**src/logic/dac_cfg_regs.svh**
```systemverilog
// Register offsets, field positions, reset values and frame counts of the converter setup bank
`ifndef DAC_CFG_REGS_SVH
`define DAC_CFG_REGS_SVH

// ==========================================================
// Register offsets
`define OFS_SERIAL_AND_POWER_CONTROL 4'h0
`define OFS_INTERPOLATION_MODULATION_CONFIG 4'h1
`define OFS_INPUT_PORT_CONFIG 4'h2
`define OFS_UNUSED_SLOT 4'h3
`define OFS_I_FINE_GAIN 4'h4
`define OFS_I_COARSE_GAIN 4'h5
`define OFS_I_OFFSET_HIGH 4'h6
`define OFS_I_OFFSET_LOW_AND_DIRECTION 4'h7
`define OFS_Q_FINE_GAIN 4'h8
`define OFS_Q_COARSE_GAIN 4'h9
`define OFS_Q_OFFSET_HIGH 4'hA
`define OFS_Q_OFFSET_LOW_AND_DIRECTION 4'hB
`define OFS_RESERVED_SLOT_A 4'hC
`define OFS_RESERVED_SLOT_B 4'hD
`define OFS_RESERVED_SLOT_C 4'hE

// ==========================================================
// Field positions
`define BIT_LSB_FIRST 6
`define BIT_SOFT_RESET 5
`define BIT_INTERP_CLOCK_STOP 4
`define BIT_I_POWER_DOWN 3
`define BIT_Q_POWER_DOWN 2
`define BIT_THIRD_STAGE_HIGHPASS 5
`define BIT_REAL_MODE 2
`define BIT_SIGN_INVERT 1
`define BIT_OFFSET_BINARY 7
`define BIT_DUAL_PORT 6
`define BIT_ALT_WORD_CLOCK_PIN 5
`define BIT_FALLING_EDGE_LATCH 4
`define BIT_WORD_CLOCK_OUTPUT 3
`define BIT_SYNC_DISABLE 2
`define BIT_OFFSET_DIRECTION 7
`define BIT_CTRL_READ 7

// ==========================================================
// Writable bits per register (software reset bit is a strobe, not stored)
`define MASK_SERIAL_AND_POWER_CONTROL 8'h5C
`define MASK_INTERPOLATION_MODULATION_CONFIG 8'hFE
`define MASK_INPUT_PORT_CONFIG 8'hFC
`define MASK_FULL_BYTE 8'hFF
`define MASK_COARSE_GAIN 8'h0F
`define MASK_OFFSET_LOW 8'h83
`define MASK_NONE 8'h00

// ==========================================================
// Reset values
`define RST_INTERPOLATION_MODULATION_CONFIG 8'hD4
`define RST_COARSE_GAIN 8'h0F
`define RST_ZERO 8'h00

// ==========================================================
// Serial frame: control byte then data byte
`define FRAME_CTRL_LAST 5'h07
`define FRAME_DATA_FIRST 5'h08
`define FRAME_DATA_LAST 5'h0F
`define FRAME_BITS 5'h10

`endif

```
**src/logic/dac_cfg_pkg.sv**
```systemverilog
// Types shared by the converter setup bank
package dac_cfg_pkg;
	typedef logic [7:0] byte_t;
	typedef logic [3:0] reg_addr_t;
	typedef logic [4:0] bit_count_t;
endpackage

```
**src/logic/pin_sync.sv**
```systemverilog
// Three-stage pin synchroniser with agreement filter
`timescale 1ns/1ps
`default_nettype none

module pin_sync #(
	parameter logic RESET_LEVEL = 1'b0
) (
	input wire logic clock_i,
	input wire logic rst_n_i,
	input wire logic pin_i,
	output logic level_o
);
	logic stage1;
	logic stage2;
	logic stage3;

	// ==========================================================
	// Capture chain; stage1 feeds only stage2 to keep metastability contained
	always_ff @(posedge clock_i) begin
		if (!rst_n_i) begin
			stage1 <= RESET_LEVEL;
			stage2 <= RESET_LEVEL;
			stage3 <= RESET_LEVEL;
		end else begin
			stage1 <= pin_i;
			stage2 <= stage1;
			stage3 <= stage2;
		end
	end

	// Level moves only when the two settled stages agree
	always_ff @(posedge clock_i) begin
		if (!rst_n_i) begin
			level_o <= RESET_LEVEL;
		end else if (stage2 == stage3) begin
			level_o <= stage3;
		end
	end
endmodule

`default_nettype wire

```
**src/logic/dac_config_bank.sv**
```systemverilog
// Serial-programmed configuration register bank of a dual interpolating converter
// What this block does
// RQ1: All operating modes come from registers written by the host over the serial port.
// RQ2: After reset every field holds its default value.
// RQ3: Writing 1 to bit 5 at 00h restores all defaults, itself included.
// RQ4: Bit 5 of 01h picks lowpass or highpass third filter stage.
// RQ5: Bit 2 of 02h at 0 enables the input synchroniser, 1 disables.
// RQ6: Registers 04h and 08h hold 8-bit fine gains, reset to zero.
// RQ7: Offsets are 10 bits: 06h/0Ah upper eight, 07h/0Bh bits 1:0 lower.
// RQ8: Bit 7 of 07h/0Bh steers offset to inverting (0) or noninverting (1).
// RQ9: Host never writes reserved addresses 0Ch, 0Dh, 0Eh.
// RQ10: Bit 6 of 00h selects MSB-first (0) or LSB-first (1) serial order.
// RQ11: Bit 4 of 00h stops the interpolator clock; outputs hold.
// RQ12: Bits 7:6 of 01h select 1x, 2x, 4x, 8x interpolation, default 8x.
// RQ13: Bits 4:3 of 01h select no, half or quarter rate modulation, default 10.
// RQ14: Bits 3 and 2 of 00h power down I and Q; both also downs interpolators.
// RQ15: Unused bits and register 03h accept writes with no effect.
`timescale 1ns/1ps
`default_nettype none
`include "dac_cfg_regs.svh"

module dac_config_bank (
	input wire logic clock_i,
	input wire logic rst_n_i,
	input wire logic chip_select_n_i,
	input wire logic serial_clock_i,
	input wire logic serial_data_i,
	output logic serial_data_o,
	output logic serial_data_oe_o,
	output logic lsb_first_o,
	output logic interp_clock_stop_o,
	output logic in_phase_converter_power_down_o,
	output logic quadrature_converter_power_down_o,
	output logic interp_power_down_o,
	output logic [1:0] interp_rate_o,
	output logic third_filter_stage_highpass_o,
	output logic [1:0] modulation_select_o,
	output logic real_modulation_o,
	output logic modulation_sign_invert_o,
	output logic offset_binary_o,
	output logic dual_port_o,
	output logic alt_word_clock_pin_o,
	output logic falling_edge_latch_o,
	output logic input_word_clock_output_o,
	output logic sync_disable_o,
	output logic [7:0] i_fine_gain_o,
	output logic [3:0] i_coarse_gain_o,
	output logic [9:0] i_offset_o,
	output logic i_offset_noninverting_o,
	output logic [7:0] q_fine_gain_o,
	output logic [3:0] q_coarse_gain_o,
	output logic [9:0] q_offset_o,
	output logic q_offset_noninverting_o
);
	// ==========================================================
	// Helper functions
	// Bits that software may change; reserved and unused slots are fixed at zero
	function automatic dac_cfg_pkg::byte_t write_mask(input dac_cfg_pkg::reg_addr_t addr);
		dac_cfg_pkg::byte_t m;
		m = `MASK_NONE;
		if (addr == `OFS_SERIAL_AND_POWER_CONTROL) begin
			m = `MASK_SERIAL_AND_POWER_CONTROL;
		end else if (addr == `OFS_INTERPOLATION_MODULATION_CONFIG) begin
			m = `MASK_INTERPOLATION_MODULATION_CONFIG;
		end else if (addr == `OFS_INPUT_PORT_CONFIG) begin
			m = `MASK_INPUT_PORT_CONFIG;
		end else if (addr == `OFS_I_FINE_GAIN || addr == `OFS_Q_FINE_GAIN ||
				addr == `OFS_I_OFFSET_HIGH || addr == `OFS_Q_OFFSET_HIGH) begin
			m = `MASK_FULL_BYTE; // see RQ6 see RQ7
		end else if (addr == `OFS_I_COARSE_GAIN || addr == `OFS_Q_COARSE_GAIN) begin
			m = `MASK_COARSE_GAIN;
		end else if (addr == `OFS_I_OFFSET_LOW_AND_DIRECTION ||
				addr == `OFS_Q_OFFSET_LOW_AND_DIRECTION) begin
			m = `MASK_OFFSET_LOW; // see RQ7 see RQ8
		end
		return m; // see RQ15
	endfunction

	// Default contents of each slot
	function automatic dac_cfg_pkg::byte_t reset_value(input dac_cfg_pkg::reg_addr_t addr);
		dac_cfg_pkg::byte_t v;
		v = `RST_ZERO;
		if (addr == `OFS_INTERPOLATION_MODULATION_CONFIG) begin
			v = `RST_INTERPOLATION_MODULATION_CONFIG; // see RQ12 see RQ13
		end else if (addr == `OFS_I_COARSE_GAIN || addr == `OFS_Q_COARSE_GAIN) begin
			v = `RST_COARSE_GAIN;
		end
		return v;
	endfunction

	// One serial bit into a byte, in the selected order
	function automatic dac_cfg_pkg::byte_t shift_in(input dac_cfg_pkg::byte_t cur,
			input logic bit_in, input logic lsb_first);
		return lsb_first ? {bit_in, cur[7:1]} : {cur[6:0], bit_in}; // see RQ10
	endfunction

	// ==========================================================
	// Pin synchronisers
	logic cs_n_level;
	logic sclk_level;
	logic din_level;
	logic sclk_prev;
	logic sclk_rise;
	logic sclk_fall;

	pin_sync #(.RESET_LEVEL(1'b1)) cs_sync (
		.clock_i(clock_i),
		.rst_n_i(rst_n_i),
		.pin_i(chip_select_n_i),
		.level_o(cs_n_level)
	);
	pin_sync #(.RESET_LEVEL(1'b0)) sclk_sync (
		.clock_i(clock_i),
		.rst_n_i(rst_n_i),
		.pin_i(serial_clock_i),
		.level_o(sclk_level)
	);
	pin_sync #(.RESET_LEVEL(1'b0)) din_sync (
		.clock_i(clock_i),
		.rst_n_i(rst_n_i),
		.pin_i(serial_data_i),
		.level_o(din_level)
	);

	// Edge detection on the filtered serial clock
	always_ff @(posedge clock_i) begin
		if (!rst_n_i) begin
			sclk_prev <= 1'b0;
		end else begin
			sclk_prev <= sclk_level;
		end
	end
	assign sclk_rise = sclk_level & ~sclk_prev & ~cs_n_level;
	assign sclk_fall = ~sclk_level & sclk_prev & ~cs_n_level;

	// ==========================================================
	// Serial frame
	dac_cfg_pkg::byte_t cfg [16];
	dac_cfg_pkg::bit_count_t bit_count;
	dac_cfg_pkg::byte_t shift_reg;
	dac_cfg_pkg::byte_t ctrl_byte;
	dac_cfg_pkg::byte_t tx_byte;
	dac_cfg_pkg::byte_t next_shift;
	logic lsb_first;
	logic write_strobe;
	logic soft_reset;

	assign lsb_first = cfg[`OFS_SERIAL_AND_POWER_CONTROL][`BIT_LSB_FIRST];
	assign next_shift = shift_in(shift_reg, din_level, lsb_first);

	// Bit counter; extra clocks after the data byte are ignored until select rises
	always_ff @(posedge clock_i) begin
		if (!rst_n_i || cs_n_level) begin
			bit_count <= '0;
		end else if (sclk_rise && bit_count != `FRAME_BITS) begin
			bit_count <= bit_count + 5'h01;
		end
	end

	// Receive shift register and control byte capture
	always_ff @(posedge clock_i) begin
		if (!rst_n_i) begin
			shift_reg <= '0;
			ctrl_byte <= '0;
		end else if (sclk_rise && bit_count != `FRAME_BITS) begin
			shift_reg <= next_shift; // see RQ1
			if (bit_count == `FRAME_CTRL_LAST) begin
				ctrl_byte <= next_shift;
			end
		end
	end

	// Read data: loaded at the end of the control byte, advanced on falling edges
	always_ff @(posedge clock_i) begin
		if (!rst_n_i) begin
			tx_byte <= '0;
		end else if (sclk_rise && bit_count == `FRAME_CTRL_LAST) begin
			tx_byte <= cfg[next_shift[3:0]];
		end else if (sclk_fall && bit_count >= `FRAME_DATA_FIRST + 5'h01 &&
				bit_count <= `FRAME_DATA_LAST) begin
			tx_byte <= lsb_first ? {1'b0, tx_byte[7:1]} : {tx_byte[6:0], 1'b0}; // see RQ10
		end
	end

	assign serial_data_o = lsb_first ? tx_byte[0] : tx_byte[7];
	assign serial_data_oe_o = ~cs_n_level & ctrl_byte[`BIT_CTRL_READ] &
		(bit_count >= `FRAME_DATA_FIRST);

	// Write takes effect at the 16th rising edge; nonzero spare control bits void it
	assign write_strobe = sclk_rise && bit_count == `FRAME_DATA_LAST &&
		!ctrl_byte[`BIT_CTRL_READ] && ctrl_byte[6:4] == 3'h0;
	assign soft_reset = write_strobe && ctrl_byte[3:0] == `OFS_SERIAL_AND_POWER_CONTROL &&
		next_shift[`BIT_SOFT_RESET]; // see RQ3

	// ==========================================================
	// Register storage; the reset strobe bit itself is never stored
	always_ff @(posedge clock_i) begin
		if (!rst_n_i || soft_reset) begin
			for (int i = 0; i < 16; i++) begin
				cfg[i] <= reset_value(4'(i)); // see RQ2 see RQ3
			end
		end else if (write_strobe) begin
			cfg[ctrl_byte[3:0]] <= (cfg[ctrl_byte[3:0]] & ~write_mask(ctrl_byte[3:0])) |
				(next_shift & write_mask(ctrl_byte[3:0])); // see RQ9 see RQ15
		end
	end

	// ==========================================================
	// Field outputs, straight from the stored bytes
	assign lsb_first_o = lsb_first;
	assign interp_clock_stop_o = cfg[`OFS_SERIAL_AND_POWER_CONTROL][`BIT_INTERP_CLOCK_STOP]; // see RQ11
	assign in_phase_converter_power_down_o =
		cfg[`OFS_SERIAL_AND_POWER_CONTROL][`BIT_I_POWER_DOWN]; // see RQ14
	assign quadrature_converter_power_down_o =
		cfg[`OFS_SERIAL_AND_POWER_CONTROL][`BIT_Q_POWER_DOWN]; // see RQ14
	// Full power-down also idles the filters; the serial port stays alive
	assign interp_power_down_o = in_phase_converter_power_down_o &
		quadrature_converter_power_down_o; // see RQ14
	assign interp_rate_o = cfg[`OFS_INTERPOLATION_MODULATION_CONFIG][7:6]; // see RQ12
	assign third_filter_stage_highpass_o =
		cfg[`OFS_INTERPOLATION_MODULATION_CONFIG][`BIT_THIRD_STAGE_HIGHPASS]; // see RQ4
	assign modulation_select_o = cfg[`OFS_INTERPOLATION_MODULATION_CONFIG][4:3]; // see RQ13
	assign real_modulation_o = cfg[`OFS_INTERPOLATION_MODULATION_CONFIG][`BIT_REAL_MODE];
	assign modulation_sign_invert_o =
		cfg[`OFS_INTERPOLATION_MODULATION_CONFIG][`BIT_SIGN_INVERT];
	assign offset_binary_o = cfg[`OFS_INPUT_PORT_CONFIG][`BIT_OFFSET_BINARY];
	assign dual_port_o = cfg[`OFS_INPUT_PORT_CONFIG][`BIT_DUAL_PORT];
	assign alt_word_clock_pin_o = cfg[`OFS_INPUT_PORT_CONFIG][`BIT_ALT_WORD_CLOCK_PIN];
	assign falling_edge_latch_o = cfg[`OFS_INPUT_PORT_CONFIG][`BIT_FALLING_EDGE_LATCH];
	assign input_word_clock_output_o = cfg[`OFS_INPUT_PORT_CONFIG][`BIT_WORD_CLOCK_OUTPUT];
	assign sync_disable_o = cfg[`OFS_INPUT_PORT_CONFIG][`BIT_SYNC_DISABLE]; // see RQ5
	assign i_fine_gain_o = cfg[`OFS_I_FINE_GAIN]; // see RQ6
	assign i_coarse_gain_o = cfg[`OFS_I_COARSE_GAIN][3:0];
	assign i_offset_o = {cfg[`OFS_I_OFFSET_HIGH], cfg[`OFS_I_OFFSET_LOW_AND_DIRECTION][1:0]}; // see RQ7
	assign i_offset_noninverting_o =
		cfg[`OFS_I_OFFSET_LOW_AND_DIRECTION][`BIT_OFFSET_DIRECTION]; // see RQ8
	assign q_fine_gain_o = cfg[`OFS_Q_FINE_GAIN]; // see RQ6
	assign q_coarse_gain_o = cfg[`OFS_Q_COARSE_GAIN][3:0];
	assign q_offset_o = {cfg[`OFS_Q_OFFSET_HIGH], cfg[`OFS_Q_OFFSET_LOW_AND_DIRECTION][1:0]}; // see RQ7
	assign q_offset_noninverting_o =
		cfg[`OFS_Q_OFFSET_LOW_AND_DIRECTION][`BIT_OFFSET_DIRECTION]; // see RQ8
endmodule

`default_nettype wire

```
**config.mk**
```make
export PLATFORM = sky130hd
export DESIGN_NAME = dac_config_bank
export DESIGN_NICKNAME = d
export VERILOG_FILES = /design/src/logic/dac_cfg_pkg.sv /design/src/logic/pin_sync.sv /design/src/logic/dac_config_bank.sv
export VERILOG_INCLUDE_DIRS = /design/src /design/src/logic
export SDC_FILE = /design/constraint.sdc
export NUM_CORES = 1
export LEC_CHECK = 0
export BUFFER_PORTS_ARGS = -buffer_cell sky130_fd_sc_hd__clkbuf_2
export CAP_MARGIN = 20
export CORE_ASPECT_RATIO = 1.1
export CORE_MARGIN = 4
export CORE_UTILIZATION = 55
export CTS_CLUSTER_DIAMETER = 30
export DETAILED_ROUTE_END_ITERATION = 16
export GPL_TIMING_DRIVEN = 0
export PLACE_DENSITY = 0.73
export REMOVE_ABC_BUFFERS = 1
export SYNTH_ARGS = -nofsm -noshare
export SYNTH_HDL_FRONTEND = slang
export SYNTH_SLANG_ARGS = --single-unit
export TNS_END_PERCENT = 100
```
**constraint.sdc**
```tcl
create_clock -name clock_i -period 5.3 [get_ports clock_i]
set_clock_uncertainty 0.15 [all_clocks]
set_input_delay 1.06 -clock clock_i [delete_from_list [all_inputs] [get_ports clock_i]]
set_output_delay 1.06 -clock clock_i [all_outputs]
set_load 0.01 [all_outputs]
```
==> impl_metrics.py <==
metrics = {
    "placed_design": {
        "placed_cells": 1022,
        "hpwl_mm": 19.5,
        "port_buffers": 70,
        "dpl_cell_area_mm2": 0.00964,
        "dp_slack_ns": 1.23,
        "gp_congestion": 0.919,
    },
    "sta": {
        "fin_tns_setup_ns": 0,
        "period_share_pct": 70.5,
        "drv_slew": 0,
        "worst_pin_slew_ns": 1.14,
        "rsz0062_at_grt": "no",
        "setup_ws_ns": 1.56,
        "period_minus_slack_ns": 3.74,
        "timing.fmax_mhz": 268,
        "holdWs_ns": 0.265,
        "finalHoldViolations": 0,
        "slew_headroom_pct": 23.9,
        "setup_viol": 0,
    },
    "cts": {
        "post-cts-setup-buffers": 0,
        "ctsResizeCount": 0,
        "cts.sinks": 174,
        "cts_buffers": 17,
        "cts_tree": "yes",
        "root_buffer": "clkbuf_16",
        "path_clk_slew_ns": 0.07,
        "clk_path_buf_depth": 2,
        "cts_max_level": 4,
        "insertion_delay_ns": 0.45,
        "cts_hold_buffers": 0,
    },
    "synthesis": {
        "syn_inst": 812,
        "synthArstFlopShare_pct": 0,
        "synth.top_cells.by_count": "nor2_1, edfxtp_1, nand2_1",
        "syn_area_per_cell_um2": 11.4,
        "synth.yosys.warnings": 0,
        "yosysTopAreaCell": "edfxtp_1",
        "synth_ff_type": "edfxtp_1",
        "synthTopCellsByArea": "edfxtp_1, dfxtp_1, mux4_2",
        "synth_edf_count": 128,
        "synth_seq_cells": 174,
        "synth_cell_types": 64,
        "synth_top_area_share_pct": 41.5,
        "netlist_area_mm2": 0.00926,
        "ys_seq_area_share_pct": 51.5,
        "synth.most_common_cell": "nor2_1",
    },
    "routing": {
        "via_per_inst": 6.77,
        "drt_wl_total_mm": 27.7,
        "antenna_left": 0,
        "drtPass1Iterations": 6,
        "wl_per_cell_um": 26.3,
        "drtIter0Drc": 972,
        "drc_errors": 0,
        "num_vias": 7139,
    },
    "floorplanning": {
        "start_util_pct": 56.3,
        "rows": 49,
        "die_w_um": 132,
        "core_area_mm2": 0.0164,
        "io_pins": 71,
        "die_h_um": 144,
        "die-area_mm2": 0.0190,
    },
    "global_routing": {
        "antenna_found_initial": 0,
        "grt_pass1_wl_mm": 41.8,
        "grt-ovfl-total": 0,
        "track_usage_pct": 29.5,
        "grt_max_degree": 33,
        "grt_pass1_vias": 7058,
    },
    "final_layout": {
        "regArea_mm2": 0.00477,
        "drive_gt1_share_pct": 19.8,
        "fill_cells": 1293,
        "largest_reg_flops": 128,
        "post-route-util_pct": 62.3,
        "design_area_mm2": 0.0102,
        "antennaDiodeCount": 0,
        "top_register": "cfg",
        "multi_input_area_mm2": 0.00410,
        "stdcell_count": 1054,
        "final_net_count": 846,
        "area_growth_syn_to_layout_pct": 10.5,
    },
    "setup_path": {
        "r2r-start": "cfg[0][6]$_SDFFCE_PN0P_",
        "start_kind": "primary input",
        "crit_chain": "clkbuf_2 > inv_1 > a21oi_1 > nand2_1",
        "crit_path_max_incr_delay_ns": 1.03,
        "worst_ep_arrival_time_ns": 3.60,
        "critPathSlowestCell": "a21oi_1",
        "worst_setup_path_end_kind": "flip-flop",
        "critical_path_class": "primary input to flip-flop",
        "reg2reg_depth": 5,
        "required_ns": 5.16,
        "r2r-end": "tx_byte[0]$_SDFFE_PN0P_",
        "ff2ff_setup_slack_ns": 1.58,
        "worstPathMaxFanout": 23,
    },
    "power": {
        "leakagePower_nw": 3.45,
        "p_sw_uw": 744,
        "p_sw_share_pct": 24.9,
        "max-vdd-ir-drop_mv": 0.311,
        "intPower_mw": 2.25,
        "clkPwrFrac_pct": 42.7,
        "p_per_area_mw_per_mm2": 292,
        "pwr-share-comb_pct": 5.3,
        "p_total_mw": 2.99,
        "p_seq_share_pct": 52.1,
    },
    "outcome": {
        "status": "finished clean",
    },
    "min_path": {
        "hp-start": "cs_sync.stage1$_SDFF_PN1_",
        "hold_path_depth": 1,
        "hp-class": "flip-flop to flip-flop",
        "holdPathEnd": "cs_sync.stage2$_SDFF_PN1_",
    },
    "flow_run": {
        "drv_cap": 0,
    },
}
-- worst max-delay path: cells and delay by family --
kind	cells	cell delay, ns
AOI/OAI and AO/OA	1	1.03
and+or+nand+nor	1	0.70
buffers and inverters	2	0.80
-- worst max-delay path by stage --
stage / cells past startpoint / to / start / slack (ns)
floorplan: 4 / tx_byte[1]$_SDFFE_PN0P_ / cfg[0][6]$_SDFFCE_PN0P_ / 1.87
global placement: 5 / tx_byte[2]$_SDFFE_PN0P_ / cfg[0][6]$_SDFFCE_PN0P_ / 0.72
detailed placement: 4 / cfg[11][3]$_SDFFCE_PN0P_ / rst_n_i / 1.23
CTS: 4 / cfg[11][6]$_SDFFCE_PN0P_ / rst_n_i / 1.68
global route: 5 / tx_byte[0]$_SDFFE_PN0P_ / cfg[0][6]$_SDFFCE_PN0P_ / 1.47
finish: 4 / cfg[11][5]$_SDFFCE_PN0P_ / rst_n_i / 1.56
-- logic make-up (layout without fill, tap and decap cells) --
family | after synthesis | after routing | synth area share (%)
AO/OA/AOI/OAI | 95 | 95 | 8.04
XOR/XNOR | 4 | 4 | 0.379
adder cells (fa/ha/maj) | 5 | 5 | 0.649
buffers and inverters | 80 | 118 | 4.45
flip-flops | 174 | 174 | 51.5
multiplexers | 124 | 124 | 19.4
AND/OR/NAND/NOR | 330 | 330 | 15.6
-- power groups by stage --
stage               Clock (mW)  Combinational (mW)  Sequential, mW
floorplan                    0              0.0751            1.58
global placement             0               0.147            1.58
detailed placement           0               0.155            1.58
CTS                       1.27               0.156            1.56
global route              1.33               0.166            1.56
finish                    1.28               0.157            1.56
-- layout by cell type (no fill, tap or decap), drive strengths merged, types with 5 or more instances in the layout --
| master | Yosys | final |
|---|---|---|
| buf | 44 | 7 |
| a211oi | 19 | 19 |
| nand2b | 10 | 10 |
| mux2 | 8 | 8 |
| mux4 | 42 | 42 |
| a22oi | 5 | 5 |
| o21ai | 13 | 13 |
| mux2i | 74 | 74 |
| clkbuf | 27 | 87 |
| nor2b | 7 | 7 |
| a21oi | 12 | 12 |
| and3 | 6 | 6 |
| nand3 | 24 | 24 |
| nor2 | 154 | 154 |
| o22ai | 5 | 5 |
| dfxtp | 46 | 46 |
| inv | 9 | 20 |
| edfxtp | 128 | 128 |
| nand2 | 89 | 89 |
| nor3 | 10 | 10 |
| and2 | 12 | 12 |
-- per-layer routing --
layer	global-route usage, %	vias to the layer above	part of all wire, %
met5	0	-	0
met3	6.09	101	9.5
met1	36.8	3501	38
li1	-	3043	-
met2	48.5	494	48
met4	16.5	0	5.1
-- cell type report --
cell class / count / area share [%]
Timing Repair Buffer: 77 / 4.80
Clock inverter: 15 / 1.58
Clock buffer: 17 / 4.16
Inverter: 9 / 0.330
Sequential cell: 174 / 46.6
Multi-Input combinational cell: 558 / 40.0
Tap cell: 204 / 2.50
No activity file was read; power rests on OpenSTA's default activity.
